File: src/design/rpsm_regs.svh
`ifndef RPSM_REGS_SVH
`define RPSM_REGS_SVH

// Register addresses
`define RPSM_ADDR_CTRL_INT 6'h01
`define RPSM_ADDR_STATUS 6'h03
`define RPSM_ADDR_NV_CTRL 6'h30
`define RPSM_ADDR_XTAL_OFS 6'h31
`define RPSM_ADDR_CRYSTAL_QUADRATIC_COEFFICIENT 6'h32
`define RPSM_ADDR_CRYSTAL_TURNOVER_TEMPERATURE 6'h33

// Field positions
`define RPSM_ST_PON 5
`define RPSM_ST_LOW2 3
`define RPSM_ST_LOW1 2
`define RPSM_IE_LOW1 3
`define RPSM_IE_LOW2 2
`define RPSM_NV_THE 1
`define RPSM_NV_FD_LO 2
`define RPSM_NV_FD_HI 3
`define RPSM_NV_TRK_LO 4
`define RPSM_NV_TRK_HI 7
`define RPSM_T0_MSB 5
`define RPSM_SPI_RD_BIT 7

// Reset values
`define RPSM_CTRL_INT_RST 8'h00
`define RPSM_BYTE_ZERO 8'h00
`define RPSM_NV_CTRL_INIT 8'h02
`define RPSM_XTAL_OFS_INIT 8'h10
`define RPSM_CRYSTAL_QUADRATIC_COEFFICIENT_INIT 8'h80
`define RPSM_CRYSTAL_TURNOVER_TEMPERATURE_INIT 8'h19

// Counts and timing
`define RPSM_NV_WORDS 4
`define RPSM_SPI_LAST_BIT 4'h7
`define RPSM_CLK_HZ 20000000
`define RPSM_SLOW_SCAN_MS 1000
`define RPSM_FAST_SCAN_MS 1
`define RPSM_MS_PER_S 1000

`endif

File: src/design/rpsm_pkg.sv
package rpsm_pkg;

  typedef enum logic [2:0] {
    SEQ_HOLD = 3'h0,
    SEQ_DEFAULTS = 3'h1,
    SEQ_WAIT_OSC = 3'h2,
    SEQ_FAST_SCAN = 3'h3,
    SEQ_NVM_LOAD = 3'h4,
    SEQ_MEASURE = 3'h5,
    SEQ_RUN = 3'h6
  } rpsm_seq_t;

  typedef struct packed {
    rpsm_seq_t seq;
    logic [2:0] loadIdx;
    logic power_on_flag;
    logic low1;
    logic low2;
    logic below1;
    logic below2;
    logic measureStart;
    logic [7:0] ctrlInt;
    logic [7:0] nvCtrl;
    logic [7:0] xtalOffset;
    logic [7:0] xtalCoef;
    logic [7:0] xtalT0;
    logic sclPrev;
    logic [3:0] bitCnt;
    logic [7:0] shiftIn;
    logic [7:0] shiftOut;
    logic [5:0] addr;
    logic cmdDone;
    logic isRead;
    logic misoOut;
  } rpsm_top_state_t;

endpackage

File: src/design/rpsm_top.sv
// Operation
// - Hold in reset until supply good; load defaults
// - Set power-on flag after defaults load
// - Start fast supply scan once oscillator runs
// - Above second threshold: stop fast scan, read NVM
// - Load config from NVM, clear low flags
// - Then scan supply every one second
// - Thermometer enabled: measure and compensate before ready
// - Scan below first threshold sets first flag
// - Low flags drive interrupt when enabled
// - Low supply disables sensitive functions
// - Backup supply disables serial port, clock output
// - Interrupt output still works on backup supply
// - Trickle charge only if selected, off on backup
// - Eight-bit quadratic crystal coefficient register
// - Turnover temperature in bits 5..0, upper unused
// - Scan below second threshold sets second flag
`timescale 1ns/1ps
`include "rpsm_regs.svh"

module rpsm_top
  import rpsm_pkg::*;
#(
  parameter int FAST_SCAN_CYCLES = `RPSM_CLK_HZ / `RPSM_MS_PER_S * `RPSM_FAST_SCAN_MS,
  parameter int SLOW_SCAN_CYCLES = `RPSM_CLK_HZ / `RPSM_MS_PER_S * `RPSM_SLOW_SCAN_MS
) (
  input wire logic clock,
  input wire logic rstn,
  input wire logic supplyAbovePor,
  input wire logic oscReady,
  input wire logic aboveLow1,
  input wire logic aboveLow2,
  input wire logic onBackup,
  input wire logic measureDone,
  input wire logic spiChipSelectN,
  input wire logic spiClock,
  input wire logic spiMosi,
  output logic spiMiso,
  output logic spiMisoOeN,
  output logic intN,
  output logic fastScan,
  output logic nvmReadEnable,
  output logic measureStart,
  output logic thermometerEnable,
  output logic deviceReady,
  output logic clockOutEnable,
  output logic [1:0] clockOutSelect,
  output logic [3:0] trickleSelect,
  output logic [7:0] xtalOffset,
  output logic [7:0] xtalCoef,
  output logic [5:0] xtalT0
);
  import rpsm_pkg::*;

  logic rstnMeta;
  logic rstnSync;
  rpsm_top_state_t st_r;
  rpsm_top_state_t st_nxt;
  logic scanTick;
  logic [7:0] nvmRdData;
  logic nvmWrEn;
  logic [1:0] nvmWrAddr;
  logic [7:0] nvmWrData;
  logic [7:0] rxByte;
  logic [7:0] rdByte;
  logic [5:0] nextAddr;
  logic sclRise;
  logic sclFall;
  logic spiActive;

  always_ff @(posedge clock or negedge rstn) begin
    if (!rstn) begin
      rstnMeta <= 1'b0;
      rstnSync <= 1'b0;
    end else begin
      rstnMeta <= 1'b1;
      rstnSync <= rstnMeta;
    end
  end

  function automatic logic [7:0] regRead(input logic [5:0] a, input rpsm_top_state_t s);
    logic [7:0] d;
    d = `RPSM_BYTE_ZERO;
    case (a)
      `RPSM_ADDR_CTRL_INT: d = s.ctrlInt;
      `RPSM_ADDR_STATUS: begin
        d[`RPSM_ST_PON] = s.power_on_flag;
        d[`RPSM_ST_LOW1] = s.low1;
        d[`RPSM_ST_LOW2] = s.low2;
      end
      `RPSM_ADDR_NV_CTRL: d = s.nvCtrl;
      `RPSM_ADDR_XTAL_OFS: d = s.xtalOffset;
      `RPSM_ADDR_CRYSTAL_QUADRATIC_COEFFICIENT: d = s.xtalCoef;
      `RPSM_ADDR_CRYSTAL_TURNOVER_TEMPERATURE: d = {2'h0, s.xtalT0[`RPSM_T0_MSB:0]};
      default: d = `RPSM_BYTE_ZERO;
    endcase
    return d;
  endfunction

  rpsm_scan #(
    .COUNT_W(25),
    .FAST_CYCLES(25'(FAST_SCAN_CYCLES)),
    .SLOW_CYCLES(25'(SLOW_SCAN_CYCLES))
  ) scanTimer (
    .clock(clock),
    .rstn(rstnSync),
    .enable(st_r.seq == SEQ_FAST_SCAN || st_r.seq == SEQ_NVM_LOAD ||
            st_r.seq == SEQ_MEASURE || st_r.seq == SEQ_RUN),
    .fast(st_r.seq == SEQ_FAST_SCAN),
    .tick(scanTick)
  );

  rpsm_nvm controlPage (
    .clock(clock),
    .rstn(rstnSync),
    .wrEn(nvmWrEn),
    .wrAddr(nvmWrAddr),
    .wrData(nvmWrData),
    .rdAddr(st_r.loadIdx[1:0]),
    .rdData(nvmRdData)
  );

  // Serial port is shut off entirely on the backup supply
  assign spiActive = !spiChipSelectN && !onBackup;
  assign sclRise = spiActive && spiClock && !st_r.sclPrev;
  assign sclFall = spiActive && !spiClock && st_r.sclPrev;

  always_comb begin
    st_nxt = st_r;
    st_nxt.measureStart = 1'b0;
    st_nxt.sclPrev = spiClock;
    nvmWrEn = 1'b0;
    nvmWrAddr = 2'h0;
    nvmWrData = `RPSM_BYTE_ZERO;
    rxByte = {st_r.shiftIn[6:0], spiMosi};
    nextAddr = st_r.addr + 6'h01;
    rdByte = regRead(nextAddr, st_r);

    // Serial register access: command byte, then data bytes with auto-increment
    if (!spiActive) begin
      st_nxt.bitCnt = 4'h0;
      st_nxt.cmdDone = 1'b0;
      st_nxt.isRead = 1'b0;
    end else if (sclRise) begin
      st_nxt.shiftIn = rxByte;
      st_nxt.bitCnt = st_r.bitCnt + 4'h1;
      if (st_r.bitCnt == `RPSM_SPI_LAST_BIT) begin
        st_nxt.bitCnt = 4'h0;
        if (!st_r.cmdDone) begin
          st_nxt.cmdDone = 1'b1;
          st_nxt.isRead = rxByte[`RPSM_SPI_RD_BIT];
          st_nxt.addr = rxByte[5:0];
          st_nxt.shiftOut = regRead(rxByte[5:0], st_r);
        end else if (st_r.isRead) begin
          st_nxt.addr = nextAddr;
          st_nxt.shiftOut = rdByte;
        end else begin
          st_nxt.addr = nextAddr;
          case (st_r.addr)
            `RPSM_ADDR_CTRL_INT: st_nxt.ctrlInt = rxByte;
            `RPSM_ADDR_STATUS: begin
              // Writing zero clears a flag, writing one leaves it
              st_nxt.power_on_flag = st_r.power_on_flag & rxByte[`RPSM_ST_PON];
              st_nxt.low1 = st_r.low1 & rxByte[`RPSM_ST_LOW1];
              st_nxt.low2 = st_r.low2 & rxByte[`RPSM_ST_LOW2];
            end
            `RPSM_ADDR_NV_CTRL, `RPSM_ADDR_XTAL_OFS, `RPSM_ADDR_CRYSTAL_QUADRATIC_COEFFICIENT: begin
              nvmWrEn = 1'b1;
              nvmWrAddr = st_r.addr[1:0];
              nvmWrData = rxByte;
            end
            `RPSM_ADDR_CRYSTAL_TURNOVER_TEMPERATURE: begin
              nvmWrEn = 1'b1;
              nvmWrAddr = st_r.addr[1:0];
              nvmWrData = {2'h0, rxByte[`RPSM_T0_MSB:0]};
            end
            default: nvmWrEn = 1'b0;
          endcase
          if (nvmWrEn) begin
            case (st_r.addr[1:0])
              2'h0: st_nxt.nvCtrl = nvmWrData;
              2'h1: st_nxt.xtalOffset = nvmWrData;
              2'h2: st_nxt.xtalCoef = nvmWrData;
              default: st_nxt.xtalT0 = nvmWrData;
            endcase
          end
        end
      end
    end else if (sclFall && st_r.cmdDone && st_r.isRead) begin
      st_nxt.misoOut = st_r.shiftOut[7];
      st_nxt.shiftOut = {st_r.shiftOut[6:0], 1'b0};
    end

    // Periodic supply scan; a set lands after a serial-port clear in the same cycle
    if (scanTick) begin
      st_nxt.below1 = !aboveLow1;
      st_nxt.below2 = !aboveLow2;
      if (!aboveLow1) begin
        st_nxt.low1 = 1'b1;
      end
      if (!aboveLow2) begin
        st_nxt.low2 = 1'b1;
      end
    end

    case (st_r.seq)
      SEQ_HOLD: begin
        st_nxt.seq = SEQ_DEFAULTS;
      end
      SEQ_DEFAULTS: begin
        st_nxt.ctrlInt = `RPSM_CTRL_INT_RST;
        st_nxt.low1 = 1'b0;
        st_nxt.low2 = 1'b0;
        st_nxt.power_on_flag = 1'b1;
        st_nxt.seq = SEQ_WAIT_OSC;
      end
      SEQ_WAIT_OSC: begin
        if (oscReady) begin
          st_nxt.seq = SEQ_FAST_SCAN;
        end
      end
      SEQ_FAST_SCAN: begin
        if (scanTick && aboveLow2) begin
          st_nxt.seq = SEQ_NVM_LOAD;
          st_nxt.loadIdx = 3'h0;
        end
      end
      SEQ_NVM_LOAD: begin
        st_nxt.loadIdx = st_r.loadIdx + 3'h1;
        if (st_r.loadIdx != 3'h0) begin
          case (st_r.loadIdx)
            3'h1: st_nxt.nvCtrl = nvmRdData;
            3'h2: st_nxt.xtalOffset = nvmRdData;
            3'h3: st_nxt.xtalCoef = nvmRdData;
            default: st_nxt.xtalT0 = nvmRdData;
          endcase
        end
        if (st_r.loadIdx == 3'(`RPSM_NV_WORDS)) begin
          // The power-up clearing step wins over a scan in the same cycle
          st_nxt.low1 = 1'b0;
          st_nxt.low2 = 1'b0;
          st_nxt.below1 = 1'b0;
          st_nxt.below2 = 1'b0;
          st_nxt.loadIdx = 3'h0;
          if (st_r.nvCtrl[`RPSM_NV_THE]) begin
            st_nxt.seq = SEQ_MEASURE;
            st_nxt.measureStart = 1'b1;
          end else begin
            st_nxt.seq = SEQ_RUN;
          end
        end
      end
      SEQ_MEASURE: begin
        if (measureDone) begin
          st_nxt.seq = SEQ_RUN;
        end
      end
      SEQ_RUN: begin
        st_nxt.seq = SEQ_RUN;
      end
      default: begin
        st_nxt.seq = SEQ_HOLD;
      end
    endcase

    // All rpsm_top state but sclPrev falls back to reset while the supply is under threshold; the NVM keeps its contents
    if (!supplyAbovePor) begin
      st_nxt = '0;
      st_nxt.seq = SEQ_HOLD;
      st_nxt.sclPrev = spiClock;
    end
  end

  always_ff @(posedge clock or negedge rstnSync) begin
    if (!rstnSync) begin
      st_r <= '0;
    end else begin
      st_r <= st_nxt;
    end
  end

  // Interrupt logic is not gated by the backup supply
  assign intN = !((st_r.low1 && st_r.ctrlInt[`RPSM_IE_LOW1]) ||
                  (st_r.low2 && st_r.ctrlInt[`RPSM_IE_LOW2]));
  assign spiMiso = st_r.misoOut;
  assign spiMisoOeN = !(spiActive && st_r.cmdDone && st_r.isRead);
  assign fastScan = (st_r.seq == SEQ_FAST_SCAN);
  assign nvmReadEnable = (st_r.seq == SEQ_NVM_LOAD) && !st_r.below2;
  assign measureStart = st_r.measureStart;
  assign thermometerEnable = st_r.nvCtrl[`RPSM_NV_THE] && !st_r.below1 &&
                             (st_r.seq == SEQ_MEASURE || st_r.seq == SEQ_RUN);
  assign deviceReady = (st_r.seq == SEQ_RUN);
  assign clockOutEnable = deviceReady && !onBackup;
  assign clockOutSelect = st_r.nvCtrl[`RPSM_NV_FD_HI:`RPSM_NV_FD_LO];
  assign trickleSelect = onBackup ? 4'h0 : st_r.nvCtrl[`RPSM_NV_TRK_HI:`RPSM_NV_TRK_LO];
  assign xtalOffset = st_r.xtalOffset;
  assign xtalCoef = st_r.xtalCoef;
  assign xtalT0 = st_r.xtalT0[`RPSM_T0_MSB:0];
endmodule

File: src/design/rpsm_nvm.sv
`timescale 1ns/1ps
`include "rpsm_regs.svh"

module rpsm_nvm #(
  parameter logic [7:0] INIT0 = `RPSM_NV_CTRL_INIT,
  parameter logic [7:0] INIT1 = `RPSM_XTAL_OFS_INIT,
  parameter logic [7:0] INIT2 = `RPSM_CRYSTAL_QUADRATIC_COEFFICIENT_INIT,
  parameter logic [7:0] INIT3 = `RPSM_CRYSTAL_TURNOVER_TEMPERATURE_INIT
) (
  input wire logic clock,
  input wire logic rstn,
  input wire logic wrEn,
  input wire logic [1:0] wrAddr,
  input wire logic [7:0] wrData,
  input wire logic [1:0] rdAddr,
  output logic [7:0] rdData
);
  typedef struct packed {
    logic [`RPSM_NV_WORDS-1:0][7:0] mem;
    logic [7:0] rdData;
  } rpsm_nvm_state_t;

  rpsm_nvm_state_t st_r;
  rpsm_nvm_state_t st_nxt;

  always_comb begin
    st_nxt = st_r;
    st_nxt.rdData = st_r.mem[rdAddr];
    if (wrEn) begin
      st_nxt.mem[wrAddr] = wrData;
    end
  end

  // Contents model the factory-programmed control page
  always_ff @(posedge clock or negedge rstn) begin
    if (!rstn) begin
      st_r.mem <= {INIT3, INIT2, INIT1, INIT0};
      st_r.rdData <= `RPSM_BYTE_ZERO;
    end else begin
      st_r <= st_nxt;
    end
  end

  assign rdData = st_r.rdData;
endmodule

File: src/design/rpsm_scan.sv
`timescale 1ns/1ps

module rpsm_scan #(
  parameter int COUNT_W = 25,
  parameter logic [COUNT_W-1:0] FAST_CYCLES = 20000,
  parameter logic [COUNT_W-1:0] SLOW_CYCLES = 20000000
) (
  input wire logic clock,
  input wire logic rstn,
  input wire logic enable,
  input wire logic fast,
  output logic tick
);
  typedef struct packed {
    logic [COUNT_W-1:0] count;
    logic tick;
    logic fastPrev;
  } rpsm_scan_state_t;

  rpsm_scan_state_t st_r;
  rpsm_scan_state_t st_nxt;
  logic [COUNT_W-1:0] period;

  always_comb begin
    period = fast ? FAST_CYCLES : SLOW_CYCLES;
    st_nxt = st_r;
    st_nxt.tick = 1'b0;
    st_nxt.fastPrev = fast;
    // A change of rate restarts the interval
    if (!enable || (fast != st_r.fastPrev)) begin
      st_nxt.count = '0;
    end else if (st_r.count >= period - 1'b1) begin
      st_nxt.count = '0;
      st_nxt.tick = 1'b1;
    end else begin
      st_nxt.count = st_r.count + 1'b1;
    end
  end

  always_ff @(posedge clock or negedge rstn) begin
    if (!rstn) begin
      st_r <= '0;
    end else begin
      st_r <= st_nxt;
    end
  end

  assign tick = st_r.tick;
endmodule

File: config.mk
export PLATFORM = sky130hd
export DESIGN_NAME = rpsm_top
export DESIGN_NICKNAME = d
export VERILOG_FILES = /design/src/design/rpsm_pkg.sv /design/src/design/rpsm_top.sv /design/src/design/rpsm_nvm.sv /design/src/design/rpsm_scan.sv
export VERILOG_INCLUDE_DIRS = /design/src /design/src/design
export SDC_FILE = /design/constraint.sdc
export NUM_CORES = 1
export LEC_CHECK = 0
export ABC_AREA = 1
export BUFFER_PORTS_ARGS = -buffer_cell sky130_fd_sc_hd__clkbuf_2
export CAP_MARGIN = 25
export CORE_ASPECT_RATIO = 1.4
export CORE_MARGIN = 1
export CORE_UTILIZATION = 38
export DETAILED_ROUTE_END_ITERATION = 8
export PLACE_DENSITY = 0.57
export RECOVER_POWER = 25
export SETUP_SLACK_MARGIN = 0.1
export SLEW_MARGIN = 20
export SYNTH_ARGS = -nofsm -noshare
export SYNTH_HDL_FRONTEND = slang
export SYNTH_SLANG_ARGS = --single-unit
export TNS_END_PERCENT = 100
File: constraint.sdc
create_clock -name clock -period 4.23 [get_ports clock]
set_clock_uncertainty 0.15 [all_clocks]
set_input_delay 0.423 -clock clock [delete_from_list [all_inputs] [get_ports clock]]
set_output_delay 0.423 -clock clock [all_outputs]
set_load 0.01 [all_outputs]
==> reports/metrics.csv, run 1 <==
stage,metric,value,unit
power_and_ir_drop,p_per_area,379,mW/mm²
routing,drtIter0Drc,461,
yosys,syn_area,0.00860,mm²
critical_path,critical_path_class,register to register,
routing,viasPerCell,5.24,
routing,drcViolationCount,0,
power_and_ir_drop,power,3.64,mW
critical_path,worstPathArrival,3.61,ns
cells_and_area,syn2layout_area_growth,11.6,%
cells_and_area,nFillCells,2282,
critical_path,crit_buf_inv,1,
clock_tree,root_buffer,clkbuf_16,
clock_tree,cts_tree,done,
timing,slew_violations,68,
clock_tree,cts_made_buffers,17,
routing,ant_nets,0,
critical_path,cp_data_required_time,4.44,ns
clock_tree,cts_setup_buffers,0,
critical_path,worst_path_largest_cell_delay,0.54,ns
yosys,syn_inst,1107,
cells_and_area,fin_nets,1167,
run_status,outcome,"complete, but fails checks",
power_and_ir_drop,p_leak,4.58,nW
floorplan,die_area,0.0232,mm²
global_route,antenna_found_initial,0,
timing,max_freq,0.294,GHz
floorplan,fp.dieH,180,µm
yosys,yosysWarningCount,0,
timing,setup_viol,0,
routing,drt_pass1_iterations,6,
yosys,synth_flop_cell,dfrtp_1,
critical_path,crit_slowest_cell,nor2_1,
timing,period_minus_slack,3.40,ns
yosys,synth_enable_flop_cells,0,
critical_path,path_max_fanout,13,
floorplan,fp.coreArea,0.0220,mm²
critical_path,cp_top_family,simple AND/OR/NAND/NOR gates,
power_and_ir_drop,p_int,2.69,mW
timing,slew_headroom,-87.6,%
floorplan,rows,64,
cells_and_area,antenna_cells,0,
routing,drt_wl_total,25100,µm
clock_tree,clockBufferDepth,2,
routing,drt-wirelength-per-cell,17.4,µm
power_and_ir_drop,power.switching,944,µW
power_and_ir_drop,swShare,25.9,%
floorplan,die_w,129,µm
timing,tightest_slew,2.81,ns
yosys,syn_avg_cell_area,7.77,µm²
power_and_ir_drop,pwr-share-seq,42.1,%
yosys,synth_cell_types,50,
yosys,yosys-top-cells-area,"dfrtp_1, inv_1, nand2_1",
yosys,synth_top_area_share,41.3,%
global_route,grt_pass1_vias,7512,
global_route,track_usage,22.4,%
placed_design,gp_congestion,0.938,
power_and_ir_drop,vdd_ir_drop_max,0.291,mV
clock_tree,cts.sinks,148,
placed_design,place_ws,0.894,ns
clock_tree,htree_levels,4,
global_route,grt_max_degree,68,
yosys,yosysSeqAreaShare,43.2,%
timing,period_share,80.5,%
critical_path,cp-end-kind,register,
clock_tree,insertion_delay,0.43,ns
global_route,grt_first_pass_wirelength,39900,µm
run_status,violations,"max-capacitance violations, max-slew violations",
timing,setup-tns-final,0,ns
yosys,post-synth-top-count-cell,inv_1,
yosys,synth_fp_nets,1140,
timing,setup_ws,0.826,ns
routing,dr_total_vias,7571,
placed_design,port_buffers,47,
floorplan,start_util,39.0,%
power_and_ir_drop,combPwrFrac,10.0,%
yosys,synth_seq_cells,148,
clock_tree,clk_pin_slew,0.06,ns
timing,hold_viol_final,0,
min_path,hp-class,input pin to asynchronous set/reset pin,
run,max-cap-violations,1,
critical_path,crit_chain,"nand2_1, nor2_1, ha_1, a21oi_1, o21ai_0, a211o_1, a21oi_1, nand4_1, buf_6, nor2_1",
critical_path,worstSetupStartpointType,register,
cells_and_area,drive_above_1_share,10.5,%
placed_design,place_hpwl,19300,µm
floorplan,io_pins,48,
yosys,synth_largest_area_cell,dfrtp_1,
yosys,synthArstFlopShare,100,%
global_route,overflow,0,
clock_tree,cts_resized,0,
timing,rsz0062_at_grt,false,
clock_tree,cts_hold_buffers,1,
yosys,synthTopCellsByCount,"inv_1, nand2_1, dfrtp_1",
power_and_ir_drop,power_frac_clock,48.0,%
-- sequential cells by signal, summed over array words and instances (netlist names), 6 cells and up --
| register | cells |
|---|---|
| scanTimer.st_r | 26 |
| controlPage.st_r | 32 |
| controlPage.rdData | 8 |
| st_r | 46 |
| xtalCoef | 8 |
| rxByte | 7 |
| xtalOffset | 8 |
| xtalT0 | 6 |
-- layout by cell type, fill, tap and decap left out, types with 14 or more instances in the layout --
cell,instances
nand3_1,51
nor2_1,138
inv_1,165
dfrtp_1,142
clkbuf_16,17
clkbuf_1,16
a21oi_1,94
o21ai_1,21
clkbuf_2,33
o21ai_0,75
nand2_1,149
o22ai_1,61
nor3_1,23
ha_1,22
nand4_1,14
-- final timing paths --
kind	cells past startpoint	start	to	slack [ns]
min in group clock	4	aboveLow1	st_r[74]$_DFF_PN0_	0.17
worst min-delay path	2	rstn	rstnMeta$_DFF_PN0_	0.16
worst max-delay path	10	st_r[80]$_DFFE_PN0P_	scanTimer.st_r[26]$_DFF_PN0_	0.83
max in group asynchronous	1	rstnSync$_DFF_PN0_	controlPage.st_r[9]$_DFFE_PN1P_	1.19
worst min register to register	0	rstnMeta$_DFF_PN0_	rstnSync$_DFF_PN0_	0.20
worst max register to register	10	st_r[80]$_DFFE_PN0P_	scanTimer.st_r[26]$_DFF_PN0_	0.83
-- logic make-up (layout without fill, tap and decap cells) --
group           Yosys count  in the layout  share of synthesized area (%)
flops                   148            148                           43.2
fa+ha+maj                22             22                           3.20
simple gates            417            417                           22.8
mux                       1              1                          0.131
compound gates          271            271                           17.4
xor+xnor                 17             17                           1.73
other cells               1              1                         0.0436
buf+inv                 230            270                           11.6
-- worst reg2reg max path, delay by kind of cell (launching register included) --
family	cells	cell delay, ns
AO/OA/AOI/OAI	4	0.75
adder cells (fa/ha/maj)	1	0.37
buffers and inverters	1	0.35
flip-flops	1	0.45
AND/OR/NAND/NOR	4	1.26
-- final cells by class --
class	instances	area, µm²	share of cell area, %
clock inverters	12	225	2.35
well taps	297	372	3.87
multi-input cells	729	3870	40.3
repair buffers	55	287	2.99
clock buffers	20	447	4.65
flip-flops and latches	148	3710	38.7
inverters	183	689	7.18
-- routing by layer --
| layer | vias up | track usage (%) | wire length [µm] |
|---|---|---|---|
| met4 | 0 | 12.0 | 1210 |
| met3 | 61 | 3.66 | 981 |
| li1 | 3699 | - | - |
| met5 | - | 0 | 0 |
| met1 | 3610 | 25.0 | 9800 |
| met2 | 201 | 39.8 | 13200 |
-- stage by stage --
| step | area, µm² | hold slack (ns) | utilization, % | cells |
|---|---|---|---|---|
| after global routing | 9600 | 0.155 | 43.6 | 1444 |
| after CTS | 9630 | 0.00572 | 43.7 | 1443 |
| final | 9600 | 0.158 | 43.6 | 1444 |
| after floorplan | 8600 | -0.0226 | - | 1107 |
| after global placement | 8940 | 0.0602 | 40.6 | 1409 |
| after detailed placement | 8950 | 0.0640 | 40.6 | 1410 |
-- power by group through the flow --
stage               registers (mW)  clock network [mW]  logic [mW]
global route                  1.54                1.82       0.413
detailed placement            1.56                   0       0.366
global placement              1.56                   0       0.356
CTS                           1.53                1.77       0.368
floorplan                     1.54                   0       0.251
finish                        1.53                1.75       0.363
Note: power is estimated with default switching activity, not from simulation.
==> run 2: changes to the inputs <==
clock period = 3.1 ns   (was 4.23 ns; I/O delays follow)
==> reports/metrics.csv, run 2 (synthesized netlist as in run 1, its figures left out) <==
stage,metric,value,unit,change
timing,hold_viol_final,0,,unchanged
cells_and_area,drive_above_1_share,12.6,%,+2.1 points
critical_path,worstSetupStartpointType,register,,
routing,dr_total_vias,7582,,+0.15%
routing,ant_nets,0,,unchanged
critical_path,crit_chain,"inv_1, ha_1, nor3_1, nor3_4, nor2_2, nor2_8, nand2_1, o22ai_1, o21bai_1, inv_1",,
routing,viasPerCell,5.19,,-1.0%
global_route,track_usage,22.2,%,-0.14 points
global_route,grt_pass1_vias,7352,,-2.1%
run_status,outcome,"complete, but fails checks",,
timing,period_minus_slack,2.78,ns,-0.625 ns
timing,setup-tns-final,0,ns,unchanged
timing,period_share,89.7,%,+9.2 points
routing,drt_pass1_iterations,5,,-1
run,max-cap-violations,1,,unchanged
clock_tree,cts_made_buffers,17,,unchanged
critical_path,path_max_fanout,9,,-4
cells_and_area,multi_input_area,0.00388,mm²,+0.29%
critical_path,cp_common_cell,inv_1,,
cells_and_area,mostFrequentLayoutCell,inv_1,,
global_route,grt_first_pass_wirelength,39300,µm,-1.4%
floorplan,start_util,39.0,%,unchanged
cells_and_area,final_cell_mix,"inv_1, nand2_1, dfrtp_1",,
timing,slew_headroom,-42.4,%,+45 points
clock_tree,cts_resized,0,,unchanged
timing,max_freq,0.360,GHz,+22%
clock_tree,clk_pin_slew,0.06,ns,about the same
clock_tree,cts.sinks,148,,unchanged
clock_tree,htree_levels,4,,unchanged
critical_path,cp-end-kind,register,,
cells_and_area,regArea,0.00371,mm²,unchanged
floorplan,die_area,0.0232,mm²,unchanged
clock_tree,clockBufferDepth,2,,unchanged
floorplan,io_pins,48,,unchanged
cells_and_area,antenna_cells,0,,unchanged
placed_design,port_buffers,47,,unchanged
floorplan,die_w,129,µm,unchanged
min_path,hp-class,input pin to asynchronous set/reset pin,,
critical_path,cp_data_required_time,3.27,ns,-1.17 ns
critical_path,crit_slowest_cell,dfrtp_1,,
critical_path,worst_path_largest_cell_delay,0.56,ns,+0.02 ns
routing,drt-wirelength-per-cell,17.2,µm,-1.4%
routing,drcViolationCount,0,,unchanged
power_and_ir_drop,p_per_area,487,mW/mm²,+29%
cells_and_area,fin_nets,1185,,+1.5%
placed_design,place_hpwl,19400,µm,+0.42%
routing,drt_wl_total,25100,µm,-0.23%
clock_tree,insertion_delay,0.43,ns,about the same
timing,tightest_slew,2.14,ns,-0.678 ns
cells_and_area,largest_register_ffs,46,,unchanged
critical_path,worstPathArrival,2.95,ns,-0.66 ns
floorplan,rows,64,,unchanged
global_route,antenna_found_initial,0,,unchanged
run_status,violations,"max-capacitance violations, max-slew violations",,
timing,slew_violations,48,,-29%
floorplan,fp.dieH,180,µm,unchanged
floorplan,fp.coreArea,0.0220,mm²,unchanged
global_route,grt_max_degree,49,,-28%
cells_and_area,syn2layout_area_growth,12.6,%,
cells_and_area,largest_registers,"st_r: 46 flops, controlPage.st_r: 32 flops, scanTimer.st_r: 26 flops",,
timing,setup_viol,0,,unchanged
clock_tree,cts_tree,done,,
placed_design,gp_congestion,0.955,,+1.9%
clock_tree,root_buffer,clkbuf_16,,
power_and_ir_drop,p_leak,4.68,nW,+2.2%
cells_and_area,top_register,st_r,,
global_route,overflow,0,,unchanged
cells_and_area,nFillCells,2247,,-1.5%
timing,rsz0062_at_grt,false,,
routing,drtIter0Drc,500,,+8.5%
critical_path,critical_path_class,register to register,,
power_and_ir_drop,vdd_ir_drop_max,0.364,mV,+25%
timing,whs,0.0477,ns,-0.110 ns
[run 2: final cells by class]
type | count | area share, %
clock buffer | 23 | 4.83
clock inverter | 8 | 1.29
inverter | 183 | 7.12
multi-input combinational | 729 | 40.1
sequential | 148 | 38.3
tap | 297 | 3.84
timing repair buffer | 73 | 4.55
[run 2: path summary, 6_finish.rpt]
path | cells after the start | to | start | slack [ns]
min in group clock | 4 | st_r[74]$_DFF_PN0_ | aboveLow1 | 0.06
min | 2 | rstnMeta$_DFF_PN0_ | rstn | 0.05
max | 10 | xtalT0[3]$_DFF_PN0_ | st_r[4]$_DFFE_PN0P_ | 0.32
max in group asynchronous | 1 | controlPage.st_r[36]$_DFFE_PN1P_ | rstnSync$_DFF_PN0_ | 0.67
min reg2reg | 0 | rstnSync$_DFF_PN0_ | rstnMeta$_DFF_PN0_ | 0.20
max reg2reg | 10 | xtalT0[3]$_DFF_PN0_ | st_r[4]$_DFFE_PN0P_ | 0.32
[run 2: where the power goes]
| group | switching [mW] | internal [mW] | total, mW |
|---|---|---|---|
| clock network | 0.819 | 1.31 | 2.13 |
| registers | 0.0844 | 2.00 | 2.08 |
| logic | 0.356 | 0.157 | 0.513 |
[run 2: repair_timing]
item,in CTS,in global routing
hold buffers,2,0
setup buffers,0,0
endpoints found under the hold margin,3,0
[run 2: critical path: cells and delay by family, from the launching register on]
family | cells | cell delay, ns
buf+inv | 2 | 0.28
fa+ha+maj | 1 | 0.27
compound gates | 2 | 0.34
simple gates | 5 | 1.05
flops | 1 | 0.56
[run 2: routing by layer]
layer | GRT usage (%) | part of all wire [%] | up-vias | wire length, µm
li1 | - | - | 3744 | -
met1 | 24.9 | 39 | 3587 | 9840
met2 | 40.6 | 53 | 205 | 13300
met3 | 3.57 | 4.0 | 46 | 1000
met4 | 9.69 | 3.8 | 0 | 954
met5 | 0 | 0 | - | 0
[run 2: through the flow]
step | power [mW] | area (µm²) | utilization, % | cells | worst slack [ns]
finish | 4.72 | 9680 | 44.0 | 1461 | 0.321
global placement | 2.63 | 9090 | 41.3 | 1428 | 0.431
detailed placement | 2.63 | 9090 | 41.3 | 1428 | 0.394
floorplan | 2.45 | 8600 | - | 1107 | 0.280
global route | 4.90 | 9680 | 44.0 | 1461 | 0.213
CTS | 4.76 | 9710 | 44.1 | 1461 | 0.369
